`src/tbc_pkg.sv`:
```
// Purpose: shared constants and types for the channel B compare/pwm timer block
// Assumes: 32-bit axi4-lite register bus, one aligned word per register
// Notes: register data sits in the low byte, upper bits read as zero
package tbc_pkg;
    localparam int CNT_W = 10;
    localparam logic [7:0] OFS_TIMER_CTRL = 8'h00;
    localparam logic [7:0] OFS_CHAN_B_CTRL = 8'h04;
    localparam logic [7:0] OFS_CNT_LOW = 8'h08;
    localparam logic [7:0] OFS_CNT_HIGH = 8'h0c;
    localparam logic [7:0] OFS_CMP_A_LOW = 8'h10;
    localparam logic [7:0] OFS_CMP_A_HIGH = 8'h14;
    localparam logic [7:0] OFS_CMP_B_LOW = 8'h18;
    localparam logic [7:0] OFS_CMP_B_HIGH = 8'h1c;
    localparam logic [7:0] OFS_STATUS = 8'h20;
    // timer control: module_on and chan_a_mode_sel
    localparam int ON_BIT = 0;
    localparam int A_MODE_LSB = 6;
    // channel_b_control layout
    localparam int B_MODE_LSB = 6;
    localparam int B_FUNC_LSB = 4;
    localparam int B_OC_BIT = 3;
    localparam int B_INV_BIT = 2;
    localparam int ALIGN_LSB = 0;
    // status: sticky, write one to clear
    localparam int ST_MATCH_BIT = 0;
    localparam int ST_CAPT_BIT = 1;
    localparam logic [7:0] CTRL_RST = 8'h00;
    localparam logic [CNT_W-1:0] CMP_RST = 10'h000;
    localparam logic [CNT_W-1:0] CNT_MAX = 10'h3ff;
    localparam logic [1:0] RESP_OKAY = 2'b00;
    localparam logic [1:0] RESP_SLVERR = 2'b10;
    typedef enum logic [1:0] {
        TBC_CMP = 2'b00,
        TBC_CAPT = 2'b01,
        TBC_PWM = 2'b10,
        TBC_TMR = 2'b11
    } tbc_mode_e;
    // pin function codes, meaning depends on mode
    localparam logic [1:0] FN_KEEP = 2'b00;
    localparam logic [1:0] FN_LOW = 2'b01;
    localparam logic [1:0] FN_HIGH = 2'b10;
    localparam logic [1:0] FN_TOGGLE = 2'b11;
    localparam logic [1:0] FN_INACTIVE = 2'b00;
    localparam logic [1:0] FN_ACTIVE = 2'b01;
    localparam logic [1:0] FN_PWM = 2'b10;
    localparam logic [1:0] FN_PULSE = 2'b11;
    localparam logic [1:0] FN_CAP_RISE = 2'b00;
    localparam logic [1:0] FN_CAP_FALL = 2'b01;
    localparam logic [1:0] FN_CAP_BOTH = 2'b10;
    localparam logic [1:0] ALIGN_EDGE = 2'b00;
    localparam logic [1:0] ALIGN_UP = 2'b01;
    localparam logic [1:0] ALIGN_DOWN = 2'b10;
    localparam logic [1:0] ALIGN_BOTH = 2'b11;
    typedef enum logic [1:0] {
        TBC_SP_IDLE = 2'b00,
        TBC_SP_FIRE = 2'b01,
        TBC_SP_DONE = 2'b11
    } tbc_pulse_e;
endpackage : tbc_pkg

```
`src/tbc_timer.sv`:
```
// Purpose: channel B control, counter and compare registers of a 10-bit timer
// Assumes: count_tick marks edges of the selected counting clock
// Notes: registers over axi4-lite; capture loads compare B
//
// The AXI4-Lite interface to the registers and the placing of the registers are this design's own decisions.
module tbc_timer
    import tbc_pkg::*;
#(
    parameter int ADDR_W = 8,
    parameter int NPIN = 2
)
(
    input wire logic aclk,
    input wire logic aresetn,
    input wire logic ce,
    input wire logic count_tick,
    input wire logic [ADDR_W-1:0] s_axi_awaddr,
    input wire logic s_axi_awvalid,
    output logic s_axi_awready,
    input wire logic [31:0] s_axi_wdata,
    input wire logic [3:0] s_axi_wstrb,
    input wire logic s_axi_wvalid,
    output logic s_axi_wready,
    output logic [1:0] s_axi_bresp,
    output logic s_axi_bvalid,
    input wire logic s_axi_bready,
    input wire logic [ADDR_W-1:0] s_axi_araddr,
    input wire logic s_axi_arvalid,
    output logic s_axi_arready,
    output logic [31:0] s_axi_rdata,
    output logic [1:0] s_axi_rresp,
    output logic s_axi_rvalid,
    input wire logic s_axi_rready,
    input wire logic [NPIN-1:0] chan_b_pin_in,
    output logic [NPIN-1:0] chan_b_pin_out,
    output logic [NPIN-1:0] chan_b_pin_oe
);
    generate
        if (ADDR_W < 8 || ADDR_W > 32 || NPIN < 1)
            $error("tbc_timer: ADDR_W must be 8..32 and NPIN at least 1");
    endgenerate

    logic [7:0] timer_control;
    logic [7:0] channel_b_control;
    logic [CNT_W-1:0] cnt;
    logic count_down;
    logic [CNT_W-1:0] compare_a_value;
    logic [CNT_W-1:0] compare_b_value;
    logic [1:0] status;
    logic on_prev;
    logic aw_got;
    logic w_got;
    logic [7:0] aw_addr;
    logic [31:0] w_data;
    logic [3:0] w_strb;
    logic capt_hit;

    wire module_on = timer_control[ON_BIT];
    wire tbc_mode_e chan_b_mode_sel = tbc_mode_e'(channel_b_control[B_MODE_LSB +: 2]);
    wire tbc_mode_e chan_a_mode_sel = tbc_mode_e'(timer_control[A_MODE_LSB +: 2]);
    wire [1:0] chan_b_pin_function = channel_b_control[B_FUNC_LSB +: 2];
    wire chan_b_output_level_ctrl = channel_b_control[B_OC_BIT];
    wire chan_b_invert = channel_b_control[B_INV_BIT];
    wire [1:0] pwm_alignment_sel = channel_b_control[ALIGN_LSB +: 2];
    wire on_rise = module_on & ~on_prev;
    wire centre = (chan_b_mode_sel == TBC_PWM) && (pwm_alignment_sel != ALIGN_EDGE);
    wire step = module_on & count_tick;

    // direction qualifier of the match in centre alignment
    wire dir_ok = !centre || (pwm_alignment_sel == ALIGN_UP && !count_down) ||
                  (pwm_alignment_sel == ALIGN_DOWN && count_down) ||
                  (pwm_alignment_sel == ALIGN_BOTH);
    wire match_b = step && (cnt == compare_b_value) && dir_ok;
    wire pwm_active = cnt < compare_b_value;

    // write decode
    wire do_write = aw_got & w_got;
    wire wr_lane = do_write & w_strb[0];
    wire wr_ctrl = wr_lane && aw_addr == OFS_TIMER_CTRL;
    wire wr_b_ctrl = wr_lane && aw_addr == OFS_CHAN_B_CTRL;
    wire wr_a_low = wr_lane && aw_addr == OFS_CMP_A_LOW;
    wire wr_a_high = wr_lane && aw_addr == OFS_CMP_A_HIGH;
    wire wr_b_low = wr_lane && aw_addr == OFS_CMP_B_LOW;
    wire wr_b_high = wr_lane && aw_addr == OFS_CMP_B_HIGH;
    wire wr_status = wr_lane && aw_addr == OFS_STATUS;
    wire wr_known = (aw_addr == OFS_TIMER_CTRL) || (aw_addr == OFS_CHAN_B_CTRL) ||
                    (aw_addr == OFS_CNT_LOW) || (aw_addr == OFS_CNT_HIGH) ||
                    (aw_addr == OFS_CMP_A_LOW) || (aw_addr == OFS_CMP_A_HIGH) ||
                    (aw_addr == OFS_CMP_B_LOW) || (aw_addr == OFS_CMP_B_HIGH) ||
                    (aw_addr == OFS_STATUS);
    wire [7:0] wbyte = w_data[7:0];

    // read decode; high registers return zero above bit 1
    wire [7:0] rd_addr = s_axi_araddr[7:0];
    wire rd_known = (ADDR_W == 8 || s_axi_araddr[ADDR_W-1:0] < 9'h100) && (
                    rd_addr == OFS_TIMER_CTRL || rd_addr == OFS_CHAN_B_CTRL ||
                    rd_addr == OFS_CNT_LOW || rd_addr == OFS_CNT_HIGH ||
                    rd_addr == OFS_CMP_A_LOW || rd_addr == OFS_CMP_A_HIGH ||
                    rd_addr == OFS_CMP_B_LOW || rd_addr == OFS_CMP_B_HIGH ||
                    rd_addr == OFS_STATUS);
    wire [7:0] rd_byte =
        (rd_addr == OFS_TIMER_CTRL) ? timer_control :
        (rd_addr == OFS_CHAN_B_CTRL) ? channel_b_control :
        (rd_addr == OFS_CNT_LOW) ? cnt[7:0] :
        (rd_addr == OFS_CNT_HIGH) ? {6'h00, cnt[9:8]} :
        (rd_addr == OFS_CMP_A_LOW) ? compare_a_value[7:0] :
        (rd_addr == OFS_CMP_A_HIGH) ? {6'h00, compare_a_value[9:8]} :
        (rd_addr == OFS_CMP_B_LOW) ? compare_b_value[7:0] :
        (rd_addr == OFS_CMP_B_HIGH) ? {6'h00, compare_b_value[9:8]} :
        (rd_addr == OFS_STATUS) ? {6'h00, status} : 8'h00;

    // write channel: address and data accepted in either order
    always_ff @(posedge aclk)
    begin
        if (!aresetn)
        begin
            s_axi_awready <= 1'b1;
            s_axi_wready <= 1'b1;
            aw_got <= 1'b0;
            w_got <= 1'b0;
            aw_addr <= 8'h00;
            w_data <= 32'h0000_0000;
            w_strb <= 4'h0;
            s_axi_bvalid <= 1'b0;
            s_axi_bresp <= RESP_OKAY;
        end
        else if (ce)
        begin
            if (s_axi_awvalid && s_axi_awready)
            begin
                aw_got <= 1'b1;
                aw_addr <= (ADDR_W == 8 || s_axi_awaddr[ADDR_W-1:0] < 9'h100) ? s_axi_awaddr[7:0] : 8'hff;
                s_axi_awready <= 1'b0;
            end
            if (s_axi_wvalid && s_axi_wready)
            begin
                w_got <= 1'b1;
                w_data <= s_axi_wdata;
                w_strb <= s_axi_wstrb;
                s_axi_wready <= 1'b0;
            end
            if (do_write)
            begin
                aw_got <= 1'b0;
                w_got <= 1'b0;
                s_axi_bvalid <= 1'b1;
                s_axi_bresp <= wr_known ? RESP_OKAY : RESP_SLVERR;
            end
            if (s_axi_bvalid && s_axi_bready)
            begin
                s_axi_bvalid <= 1'b0;
                s_axi_awready <= 1'b1;
                s_axi_wready <= 1'b1;
            end
        end
    end

    // read channel: one outstanding read, answer one cycle after acceptance
    always_ff @(posedge aclk)
    begin
        if (!aresetn)
        begin
            s_axi_arready <= 1'b1;
            s_axi_rvalid <= 1'b0;
            s_axi_rdata <= 32'h0000_0000;
            s_axi_rresp <= RESP_OKAY;
        end
        else if (ce)
        begin
            if (s_axi_arvalid && s_axi_arready)
            begin
                s_axi_arready <= 1'b0;
                s_axi_rvalid <= 1'b1;
                s_axi_rdata <= {24'h00_0000, rd_byte};
                s_axi_rresp <= rd_known ? RESP_OKAY : RESP_SLVERR;
            end
            else if (s_axi_rvalid && s_axi_rready)
            begin
                s_axi_rvalid <= 1'b0;
                s_axi_arready <= 1'b1;
            end
        end
    end

    // control registers; mode changes while running are the software's care
    always_ff @(posedge aclk)
    begin
        if (!aresetn)
        begin
            timer_control <= CTRL_RST;
            channel_b_control <= CTRL_RST;
            on_prev <= 1'b0;
        end
        else if (ce)
        begin
            on_prev <= module_on;
            if (wr_ctrl)
                timer_control <= wbyte;
            if (wr_b_ctrl)
                channel_b_control <= wbyte;
        end
    end

    // compare values; a capture overrides a same-cycle software write
    always_ff @(posedge aclk)
    begin
        if (!aresetn)
        begin
            compare_a_value <= CMP_RST;
            compare_b_value <= CMP_RST;
        end
        else if (ce)
        begin
            if (wr_a_low)
                compare_a_value[7:0] <= wbyte;
            if (wr_a_high)
                compare_a_value[9:8] <= wbyte[1:0];
            if (capt_hit)
                compare_b_value <= cnt;
            else if (wr_b_low)
                compare_b_value[7:0] <= wbyte;
            else if (wr_b_high)
                compare_b_value[9:8] <= wbyte[1:0];
        end
    end

    // counter: no write path, so it stays read-only
    always_ff @(posedge aclk)
    begin
        if (!aresetn)
        begin
            cnt <= CMP_RST;
            count_down <= 1'b0;
        end
        else if (ce)
        begin
            if (on_rise)
            begin
                cnt <= CMP_RST;
                count_down <= 1'b0;
            end
            else if (step && centre)
            begin
                if (!count_down && cnt == CNT_MAX)
                    count_down <= 1'b1;
                else if (count_down && cnt == CMP_RST)
                    count_down <= 1'b0;
                cnt <= (count_down ? (cnt == CMP_RST) : (cnt != CNT_MAX)) ?
                       cnt + 10'h001 : cnt - 10'h001;
            end
            else if (step)
                cnt <= cnt + 10'h001;
        end
    end

    // sticky status: hardware set wins over a same-cycle clear
    always_ff @(posedge aclk)
    begin
        if (!aresetn)
            status <= 2'b00;
        else if (ce)
        begin
            status[ST_MATCH_BIT] <= match_b | (status[ST_MATCH_BIT] & ~(wr_status & wbyte[ST_MATCH_BIT]));
            status[ST_CAPT_BIT] <= capt_hit | (status[ST_CAPT_BIT] & ~(wr_status & wbyte[ST_CAPT_BIT]));
        end
    end

    tbc_pin_stage #(
        .NPIN(NPIN)
    ) tbc_pin_stage_inst (
        .aclk(aclk),
        .aresetn(aresetn),
        .ce(ce),
        .mode(chan_b_mode_sel),
        .func(chan_b_pin_function),
        .oc(chan_b_output_level_ctrl),
        .inv(chan_b_invert),
        .on_rise(on_rise),
        .pwm_active(pwm_active),
        .match_b(match_b),
        .pin_in(chan_b_pin_in),
        .pin_out(chan_b_pin_out),
        .pin_oe(chan_b_pin_oe),
        .capt_hit(capt_hit)
    );
endmodule : tbc_timer

```
`src/tbc_pin_stage.sv`:
```
// Purpose: drives the channel B pins and detects capture edges on them
// Assumes: pin inputs are synchronous to aclk
// Notes: both pins carry the same waveform
module tbc_pin_stage
    import tbc_pkg::*;
#(
    parameter int NPIN = 2
)
(
    input wire logic aclk,
    input wire logic aresetn,
    input wire logic ce,
    input wire tbc_mode_e mode,
    input wire logic [1:0] func,
    input wire logic oc,
    input wire logic inv,
    input wire logic on_rise,
    input wire logic pwm_active,
    input wire logic match_b,
    input wire logic [NPIN-1:0] pin_in,
    output logic [NPIN-1:0] pin_out,
    output logic [NPIN-1:0] pin_oe,
    output logic capt_hit
);
    logic level;
    logic next_level;
    tbc_pulse_e sp_state;
    logic [NPIN-1:0] pin_prev;
    logic [NPIN-1:0] pin_edge;
    logic drive_en;
    logic act;

    // active level is oc in pwm modes; forced states follow the function
    assign act = (func == FN_ACTIVE) || (func == FN_PWM && pwm_active) ||
                 (func == FN_PULSE && sp_state == TBC_SP_FIRE);
    assign drive_en = (mode == TBC_CMP) || (mode == TBC_PWM);
    always_comb
    begin
        next_level = level;
        unique case (mode)
            TBC_CMP:
            begin
                if (on_rise)
                    next_level = oc;
                else if (match_b)
                begin
                    // a request equal to the present level changes nothing
                    unique case (func)
                        FN_KEEP: next_level = level;
                        FN_LOW: next_level = 1'b0;
                        FN_HIGH: next_level = 1'b1;
                        FN_TOGGLE: next_level = ~level;
                    endcase
                end
            end
            TBC_PWM: next_level = act ? oc : ~oc;
            TBC_CAPT, TBC_TMR: next_level = level;
        endcase
    end

    always_ff @(posedge aclk)
    begin
        if (!aresetn)
            sp_state <= TBC_SP_IDLE;
        else if (ce)
        begin
            unique case (sp_state)
                TBC_SP_IDLE: if (on_rise) sp_state <= TBC_SP_FIRE;
                TBC_SP_FIRE: if (match_b) sp_state <= TBC_SP_DONE;
                TBC_SP_DONE: if (on_rise) sp_state <= TBC_SP_FIRE;
                default: sp_state <= TBC_SP_IDLE;
            endcase
        end
    end

    always_ff @(posedge aclk)
    begin
        if (!aresetn)
            level <= 1'b0;
        else if (ce)
            level <= next_level;
    end

    genvar gi;
    generate
        for (gi = 0; gi < NPIN; gi++)
        begin : g_pin
            assign pin_edge[gi] = (func == FN_CAP_RISE) ? (pin_in[gi] & ~pin_prev[gi]) :
                                  (func == FN_CAP_FALL) ? (~pin_in[gi] & pin_prev[gi]) :
                                  (func == FN_CAP_BOTH) ? (pin_in[gi] ^ pin_prev[gi]) : 1'b0;
            always_ff @(posedge aclk)
            begin
                if (!aresetn)
                begin
                    pin_prev[gi] <= 1'b0;
                    pin_out[gi] <= 1'b0;
                    pin_oe[gi] <= 1'b0;
                end
                else if (ce)
                begin
                    pin_prev[gi] <= pin_in[gi];
                    pin_out[gi] <= next_level ^ inv;
                    pin_oe[gi] <= drive_en;
                end
            end
        end
    endgenerate

    always_ff @(posedge aclk)
    begin
        if (!aresetn)
            capt_hit <= 1'b0;
        else if (ce)
            capt_hit <= (mode == TBC_CAPT) && (|pin_edge);
    end
endmodule : tbc_pin_stage

```
`config.mk`:
```
export PLATFORM = sky130hd
export DESIGN_NAME = tbc_timer
export DESIGN_NICKNAME = d
export VERILOG_FILES = /design/src/tbc_pkg.sv /design/src/tbc_timer.sv /design/src/tbc_pin_stage.sv
export SDC_FILE = /design/constraint.sdc
export NUM_CORES = 1
export LEC_CHECK = 0
export BUFFER_PORTS_ARGS = -buffer_cell sky130_fd_sc_hd__buf_2
export CORE_AREA = 4 4 145 105
export DETAILED_ROUTE_END_ITERATION = 10
export DIE_AREA = 0 0 149 109
export GPL_ROUTABILITY_DRIVEN = 0
export MAX_ROUTING_LAYER = met4
export SETUP_SLACK_MARGIN = 0.15
export SYNTH_ARGS = -nofsm -noshare
export SYNTH_HDL_FRONTEND = slang
export SYNTH_SLANG_ARGS = --single-unit
```
`constraint.sdc`:
```
create_clock -name aclk -period 2.3 [get_ports aclk]
set_clock_uncertainty 0.15 [all_clocks]
set_input_delay 0.23 -clock aclk [delete_from_list [all_inputs] [get_ports aclk]]
set_output_delay 0.23 -clock aclk [all_outputs]
set_load 0.1 [all_outputs]
```
======== Yosys cells after proc, flatten, opt, wreduce, memory -nomap -nowiden ========
Index checks and enable logic that the tools add are counted.
storage, ports and cells
  register bits ........................... 94
  input port bits ......................... 63
  output and inout port bits .............. 45
  word-level logic and storage cells ...... 231
operators by class
  add/sub/neg operators ................... 2
  order comparisons ....................... 1
  eq/ne operators ......................... 33
  muxes and demuxes ....................... 52
  bitwise logic cells ..................... 26
  reduce and logical (&&, ||, !) cells .... 87
operators by type and width
  operator                 number
  $eq A8 B5 Y1 const B     8
  $mux W8                  8
  $mux W10                 5
  $eq A8 B4 Y1 const B     4
  $reduce_and A2 Y1        16
  $mux W1                  28
  $logic_and A1 B1 Y1      23
  $logic_or A1 B1 Y1       22
  $reduce_bool A2 Y1       10
  $eq A8 B3 Y1 const B     2
  $eq A8 B6 Y1 const B     2
  $logic_not A8 Y1         2
  $mux W2                  8
  $eq A2 B2 Y1 const B     7
  $and A1 B1 Y1            12
  $add A10 B1 Y10 const B  1
  $eq A10 B10 Y1           1
  $eq A10 B10 Y1 const B   1
  $logic_not A10 Y1        1
  $lt A10 B10 Y1           1
  $ne A10 B10 Y1 const B   1
  $sub A10 B1 Y10 const B  1
  $not A1 Y1               9
  $reduce_and A3 Y1        3
  12 further kinds         25

======== Depth between registers and ports, before layout ========
Gate-level depths: netlist of run 1.
  word-level depth ........................ 11
  gate-level depth with buffers ........... 8
  mapped depth without buffers ............ 8

======== By module ========
A second synthesis of run 1 with hierarchy kept.
second synthesis, totals
  cell total of the unflattened synthesis .. 649
  area total of the unflattened synthesis .. 5268.8 µm²
modules (own cells, without submodules)
  module         instances  cells each  area an instance (µm²)  sequential area each (µm²)
  tbc_timer      1          583         4707.0                  1681.6
  tbc_pin_stage  1          66          561.8                   160.2

======== Least setup slack after synthesis of run 1 ========
Ideal clock, no wire load.
  path kind ............................... register -> register
  start ................................... register cnt[3]
  end ..................................... register cnt[8]
  setup time .............................. 0.133 ns
  data arrival time ....................... 2.171 ns
  data required time ...................... 2.017 ns
  slack ................................... -0.153 ns
  stages on the path, launching flop included .. 7
  buffers on the path ..................... 1
  clock period less this slack ............ 2.453 ns
  path through ............................ dfxtp_1 buf_6 or4_4 or3_1 or4_4 a221oi_1 a31oi_1
between the ends
  cells in the longest elaborated chain, start to end .. 5
  elaborated cells between the ends (all ways) .. 9
  classes of those cells .................. 2 x add/sub; 1 x eq/ne; 5 x mux; 1 x reduce/logical
ends and longest elaborated chain
  item                                                                     line              text
  start, declared                                                          tbc_timer.sv:45   logic [CNT_W-1:0] cnt;
  start signal, assigned                                                   tbc_timer.sv:248  cnt <= (count_down ? (cnt == CMP_RST) : (cnt != CNT_MAX)) ?
  start signal, assigned                                                   tbc_timer.sv:252  cnt <= cnt + 10'h001;
  parallel branches: the longest is 3 deep, another holds $add A10 B1 Y10  --
  $mux W10 (*)                                                             tbc_timer.sv:242  else if (step && centre)
  $mux W10 (*)                                                             tbc_timer.sv:237  if (on_rise)
Mark *: on every way between the ends. The select of a mux whose other input is x is not followed.
A chain may end at the register's enable or synchronous reset.

======== Final worst setup path of run 1 ========
  start ................................... register cnt[2]
  end ..................................... register cnt[8]
Same word-level chain as after synthesis.

==> results.cfg, run 1 <==
[status]
status = finished with violations
violations = setup timing

[yosys]
ys_ff_latch = 92
yosys-top-cells-count = dfxtp_1, nand2_1, nor2_1
ys_seq_area_share_pct = 35.4
syn_inst = 628
yosys_warnings = 0
yosysTopAreaCellShare_pct = 35.4
avgSynthCellArea_um2 = 8.29
synth.most_common_cell = dfxtp_1
ys_types = 61
synthesis.area_um2 = 5200
async_flop_share_pct = 0
synth_top_cells_by_area = dfxtp_1, mux2i_1, nand2_1, ha_1, buf_4
synth_top_cell_by_area = dfxtp_1
ys.flop_type = dfxtp_1
synth-edff-count = 0

[timing]
hold_viol_final = 0
fmax_mhz = 413
setup_viol = 5
slew_violations = 0
finalWorstSetupSlack_ps = -123
rsz0062_at_grt = true
tightest_slew_ps = 559
layout_min_cycle_time_ps = 2420
max-slew-margin-rel_pct = 62.4
finalCritPeriodShare_pct = 105

[layout]
final_cells = 923
num_antenna_cells = 0
design_area_um2 = 6700
fin_nets = 811
drive_gt1_share_pct = 23.9
areaGrowthSynthToFinish_pct = 28.7
nFillCells = 1351

[cts]
tritoncts = built
path_clk_slew_ps = 70
cts.path.max_buffers = 2
cts_root_buffer = clkbuf_16
numCtsBuffers = 9
htreeDepth = 3
clk_latency_ps = 350
cts.sinks = 92

[routing]
drt-vias-per-instance = 5.28
drtPass1Iterations = 7
wire_per_inst_um = 16.6
drtIter0Drc = 422
routedLengthMet1_mm = 7.29
drc = 0
met2_length_mm = 6.71
highest_layer = met4
via_count = 4869
ant_nets = 0
met3WireLength_mm = 1.17
finalWirelength_mm = 15.3

[global_route]
grt_usage_pct = 18.9
grt_pass1_wl_mm = 23.8
first_global_vias = 4577
antenna_found_initial = 0
overflow = 0
grt_max_degree = 36

[power]
power_density_nw_per_um2 = 580
p_clk_share_pct = 42.7
peakVddDrop_v = 0.000353
pwr-share-seq_pct = 42.7
swShare_pct = 29.7
power.total_mw = 3.88
internal-power_mw = 2.73
comb_power_share_pct = 14.6
p_sw_mw = 1.16
p_leak_nw = 2.66

[placement]
dp_slack_ps = -117
place_inst = 882
io_buffer_count = 54
hpwl_mm = 11.0
place_area_um2 = 5880

[floorplanning]
dieArea_um2 = 16200
fp.coreArea_um2 = 13800
initial_utilization_pct = 37.8
die_w_um = 149
pin_count = 108
die_h_um = 109
rows = 36

[setup_path]
slowest_stage = or4_4
crit_required_ps = 2410
timing.rr.end = cnt[8]
crit_path_start_kind = flop
max_stage_delay_ps = 560
reg2reg_slack_ps = -120
path_class = reg -> reg
worst_setup_path_end_kind = flop
reg2regPathDepth = 6
r2r_start = cnt[2]
critPathMostFrequentCell = or4_4
cp.arrival_ps = 2540
crit_fanout = 3
crit_chain = or4_4 -> or3_4 -> or4_4 -> nor3b_4 -> a221oi_2 -> a31oi_1

[job]
cap_violations = 0

[worst_hold_path]
min_to = aw_addr[7]
hp-start = s_axi_awaddr[7]
hold_depth = 3
hp-class = in -> reg
## flip-flops by register name (all words and copies together) (netlist names), 2 cells and up
register / count
channel_b_control: 8
aw_addr: 8
compare_a_value: 10
status: 2
timer_control: 8
w_data: 8
compare_b_value: 10
cnt: 10
tbc_pin_stage_inst.pin_prev: 2
tbc_pin_stage_inst.sp_state: 2
s_axi_rdata: 8
## final cells by class
type	instances	area (um2)	area share [%]
inverter	25	93.8	1.40
sequential	92	1860	27.7
timing repair buffer	127	920	13.7
tap	190	238	3.55
clock inverter	6	103	1.53
clock buffer	10	229	3.42
multi-input combinational	473	3260	48.7
## kinds of logic (layout without fill, tap and decap cells)
family / Yosys count / in the layout / share of synthesized area [%]
mux: 46 / 46 / 8.92
buf+inv: 88 / 168 / 8.58
flops: 92 / 92 / 35.4
other cells: 1 / 26 / 0.0720
fa+ha+maj: 20 / 20 / 4.81
compound gates: 134 / 134 / 17.3
simple gates: 238 / 238 / 23.5
xor+xnor: 9 / 9 / 1.51
## power groups by stage
stage | clock network [mW] | logic [mW] | registers [mW]
2_1_floorplan | 0 | 0.382 | 1.75
3_3_place_gp | 0 | 0.514 | 1.69
3_5_place_dp | 0 | 0.520 | 1.69
4_1_cts | 1.68 | 0.548 | 1.66
5_1_grt | 1.75 | 0.600 | 1.66
6_report | 1.66 | 0.566 | 1.66
## metrics by stage
step           util [%]  hold slack [ps]  TNS, ps
6_report           48.6             4.51     -318
5_1_grt            48.6             15.5     -996
2_1_floorplan         -              216     -120
4_1_cts            47.0             1.70     -351
3_3_place_gp       42.6              291     -161
3_5_place_dp       42.6              295     -398
## worst max-delay path by stage
stage           start  endpoint  slack, ps  cells after the start
6_report       cnt[2]    cnt[8]       -120                      6
3_5_place_dp   cnt[0]    cnt[2]       -120                      7
2_1_floorplan  cnt[3]    cnt[8]       -120                      6
5_1_grt        cnt[2]    cnt[2]       -160                      8
4_1_cts        cnt[2]    cnt[8]       -100                      6
3_3_place_gp   cnt[2]    cnt[2]        -90                      8
## repair_timing
item,CTS,global route
resized for setup,17,30
endpoints found under the setup margin,33,36
buffers inserted,3,5
endpoints found under the hold margin,16,0
hold buffers,16,0
pin swaps,16,20
gates cloned,0,1
## layer usage
layer / global-route usage (%) / vias to the layer above
met3: 4.32 / 16
met2: 27.3 / 174
li1: - / 2371
met5: - / -
met4: 4.38 / 0
met1: 27.0 / 2308
## layout by cell type, fill, tap and decap left out, drive strengths merged, types with 5 or more instances in the layout
cell type,Yosys,layout
a211oi,10,10
a21boi,21,21
a21oi,40,40
a31oi,7,7
and3,5,5
buf,34,110
clkbuf,29,11
conb,1,26
dfxtp,92,92
dlygate4sd3,0,16
ha,20,20
inv,24,27
mux2i,43,43
nand2,72,72
nand2b,7,7
nand3,26,26
nand4,8,8
nor2,52,52
nor2b,20,20
nor3,10,10
nor3b,5,5
o211a,5,5
o21ai,17,17
o22ai,9,9
or4,6,6
xnor2,5,5
## worst max-delay path, delay by kind of cell, from the launching register on
family	cells	cell delay, ps
and+or+nand+nor	4	1690
DFF	1	310
AOI/OAI and AO/OA	2	200
Power figures use the tool's default switching activity.
==> run 2: changes to the inputs <==
clock period = 2.6 ns   (was 2.3 ns; I/O delays follow)
==> run 2 against run 1 <==
Against the previous run:
- the flow finishes with violations (hold timing)
- fmax down 1.0%
- sequential share of layout area up 2.2 points
- critical path depth down 1
- worst hold slack worse by 5.0 ps
- power down 14%
- clock-buffer cell count down 1
- register-to-register slack better by 280 ps
- sequential power down 11%
- first-iteration DRC count up 2.6%
- global-route usage down 0.80 points
- die area unchanged
- wire length down 4.6%
==> results.cfg, run 2 (synthesis gave the netlist of run 1 again) <==
[routing]
drtIter0Drc = 433
wire_per_inst_um = 16.4
ant_nets = 0
drtPass1Iterations = 6
finalWirelength_mm = 14.6
drt-vias-per-instance = 5.25
via_count = 4679
drc = 0

[setup_path]
cp.arrival_ps = 2520
slowest_stage = or4_4
max_stage_delay_ps = 570
critPathMostFrequentCell = or4_4
worst_setup_path_end_kind = flop
path_class = reg -> reg
reg2reg_slack_ps = 150
crit_path_start_kind = flop
crit_fanout = 4
crit_required_ps = 2670
crit_chain = or4_4 -> or3_4 -> or4_4 -> a221oi_2 -> a31oi_1

[timing]
rsz0062_at_grt = true
timing.hold.ws_ps = -0.448
tightest_slew_ps = 572
setup_viol = 0
fmax_mhz = 409
slew_violations = 0
max-slew-margin-rel_pct = 61.5
layout_min_cycle_time_ps = 2450
tns_ps = 0
hold_viol_final = 1
finalCritPeriodShare_pct = 94.2

[layout]
nFillCells = 1379
final_cell_mix = dfxtp_1, nand2_1, buf_2, nor2_1
layout_commonest_cell = dfxtp_1
reg_top3 = cnt: 10 flops, compare_a_value: 10 flops, compare_b_value: 10 flops
areaGrowthSynthToFinish_pct = 18.5
final_cells = 891
drive_gt1_share_pct = 18.8
fin_nets = 779
num_antenna_cells = 0

[floorplanning]
initial_utilization_pct = 37.8
pin_count = 108
die_w_um = 149
die_h_um = 109
dieArea_um2 = 16200
rows = 36
fp.coreArea_um2 = 13800

[status]
violations = hold timing
status = finished with violations

[cts]
htreeDepth = 3
clk_latency_ps = 350
cts.sinks = 92
cts.path.max_buffers = 2
path_clk_slew_ps = 70
tritoncts = built
cts_root_buffer = clkbuf_16
numCtsBuffers = 9

[global_route]
grt_usage_pct = 18.1
antenna_found_initial = 0
grt_pass1_wl_mm = 22.7
grt_busiest_layer = met2
overflow = 0
grt_max_degree = 42
met2_usage_pct = 26.2
first_global_vias = 4443
grt_util_met3_pct = 4.11
met1_usage_pct = 25.7

[power]
p_leak_nw = 2.45
peakVddDrop_v = 0.000315
swShare_pct = 31.0
internal-power_mw = 2.30
p_sw_mw = 1.03
p_clk_share_pct = 42.0
pwr-share-seq_pct = 44.0
power_density_nw_per_um2 = 540
comb_power_share_pct = 14.0

[placement]
hpwl_mm = 10.9
io_buffer_count = 54
place_inst = 863

[job]
cap_violations = 0

[worst_hold_path]
hp-class = in -> reg
-- run 2: cell types whose count changed in the layout (fill, tap and decap cells not counted), sizes merged --
cell,previous run,this run
inv,27,28
clkinvlp,0,1
clkbuf,11,9
bufinv,2,1
buf,110,89
dlygate4sd3,16,6
-- run 2: layout make-up --
type	count	area [um2]	area share, %
clock buffer	9	225	3.65
timing repair buffer	95	597	9.68
sequential	92	1850	29.9
multi-input combinational	473	3080	49.9
tap	190	238	3.85
clock inverter	7	88.8	1.44
inverter	25	93.8	1.52
-- run 2: worst paths after layout --
check | cells after the start | endpoint | startpoint
worst max-delay path | 5 | cnt[8] | cnt[4]
worst min-delay path | 3 | aw_addr[2] | s_axi_awaddr[2]
worst max register to register | 5 | cnt[8] | cnt[4]
worst min register to register | 2 | compare_a_value[2] | compare_a_value[2]
-- run 2: what timing repair did --
item,in CTS,in global routing
setup buffers,2,4
pin swaps,2,7
gates resized for setup,0,18
endpoints found under the setup margin,6,24
hold endpoints to repair,6,0
hold buffers,6,0
-- run 2: routing by layer --
metal  wire, um  vias up
met3       1040       21
met4        194        0
met1       7060     2194
met2       6320      153
met5          0        -
li1           -     2311
-- run 2: power groups by stage --
stage	combinational (mW)	clock, mW	sequential, mW
6_report	0.466	1.40	1.47
4_1_cts	0.463	1.42	1.47
3_3_place_gp	0.450	0	1.50
5_1_grt	0.496	1.48	1.47
3_5_place_dp	0.455	0	1.50
2_1_floorplan	0.338	0	1.55
-- run 2: stage by stage --
step	util [%]	hold WS, ps	setup slack (ps)	power (mW)	cell area (um2)
3_5_place_dp	41.2	294	65.2	1.95	5680
5_1_grt	44.8	6.31	121	3.45	6170
6_report	44.8	-0.448	152	3.33	6170
4_1_cts	44.0	0.208	152	3.35	6070
3_3_place_gp	41.2	289	133	1.95	5680
2_1_floorplan	-	246	175	1.89	5310
-- run 2: worst max-delay path: cells and delay by family, from the launching register on --
kind	cells	cell delay (ps)
AND/OR/NAND/NOR	3	1480
AO/OA/AOI/OAI	2	360
flip-flops	1	340
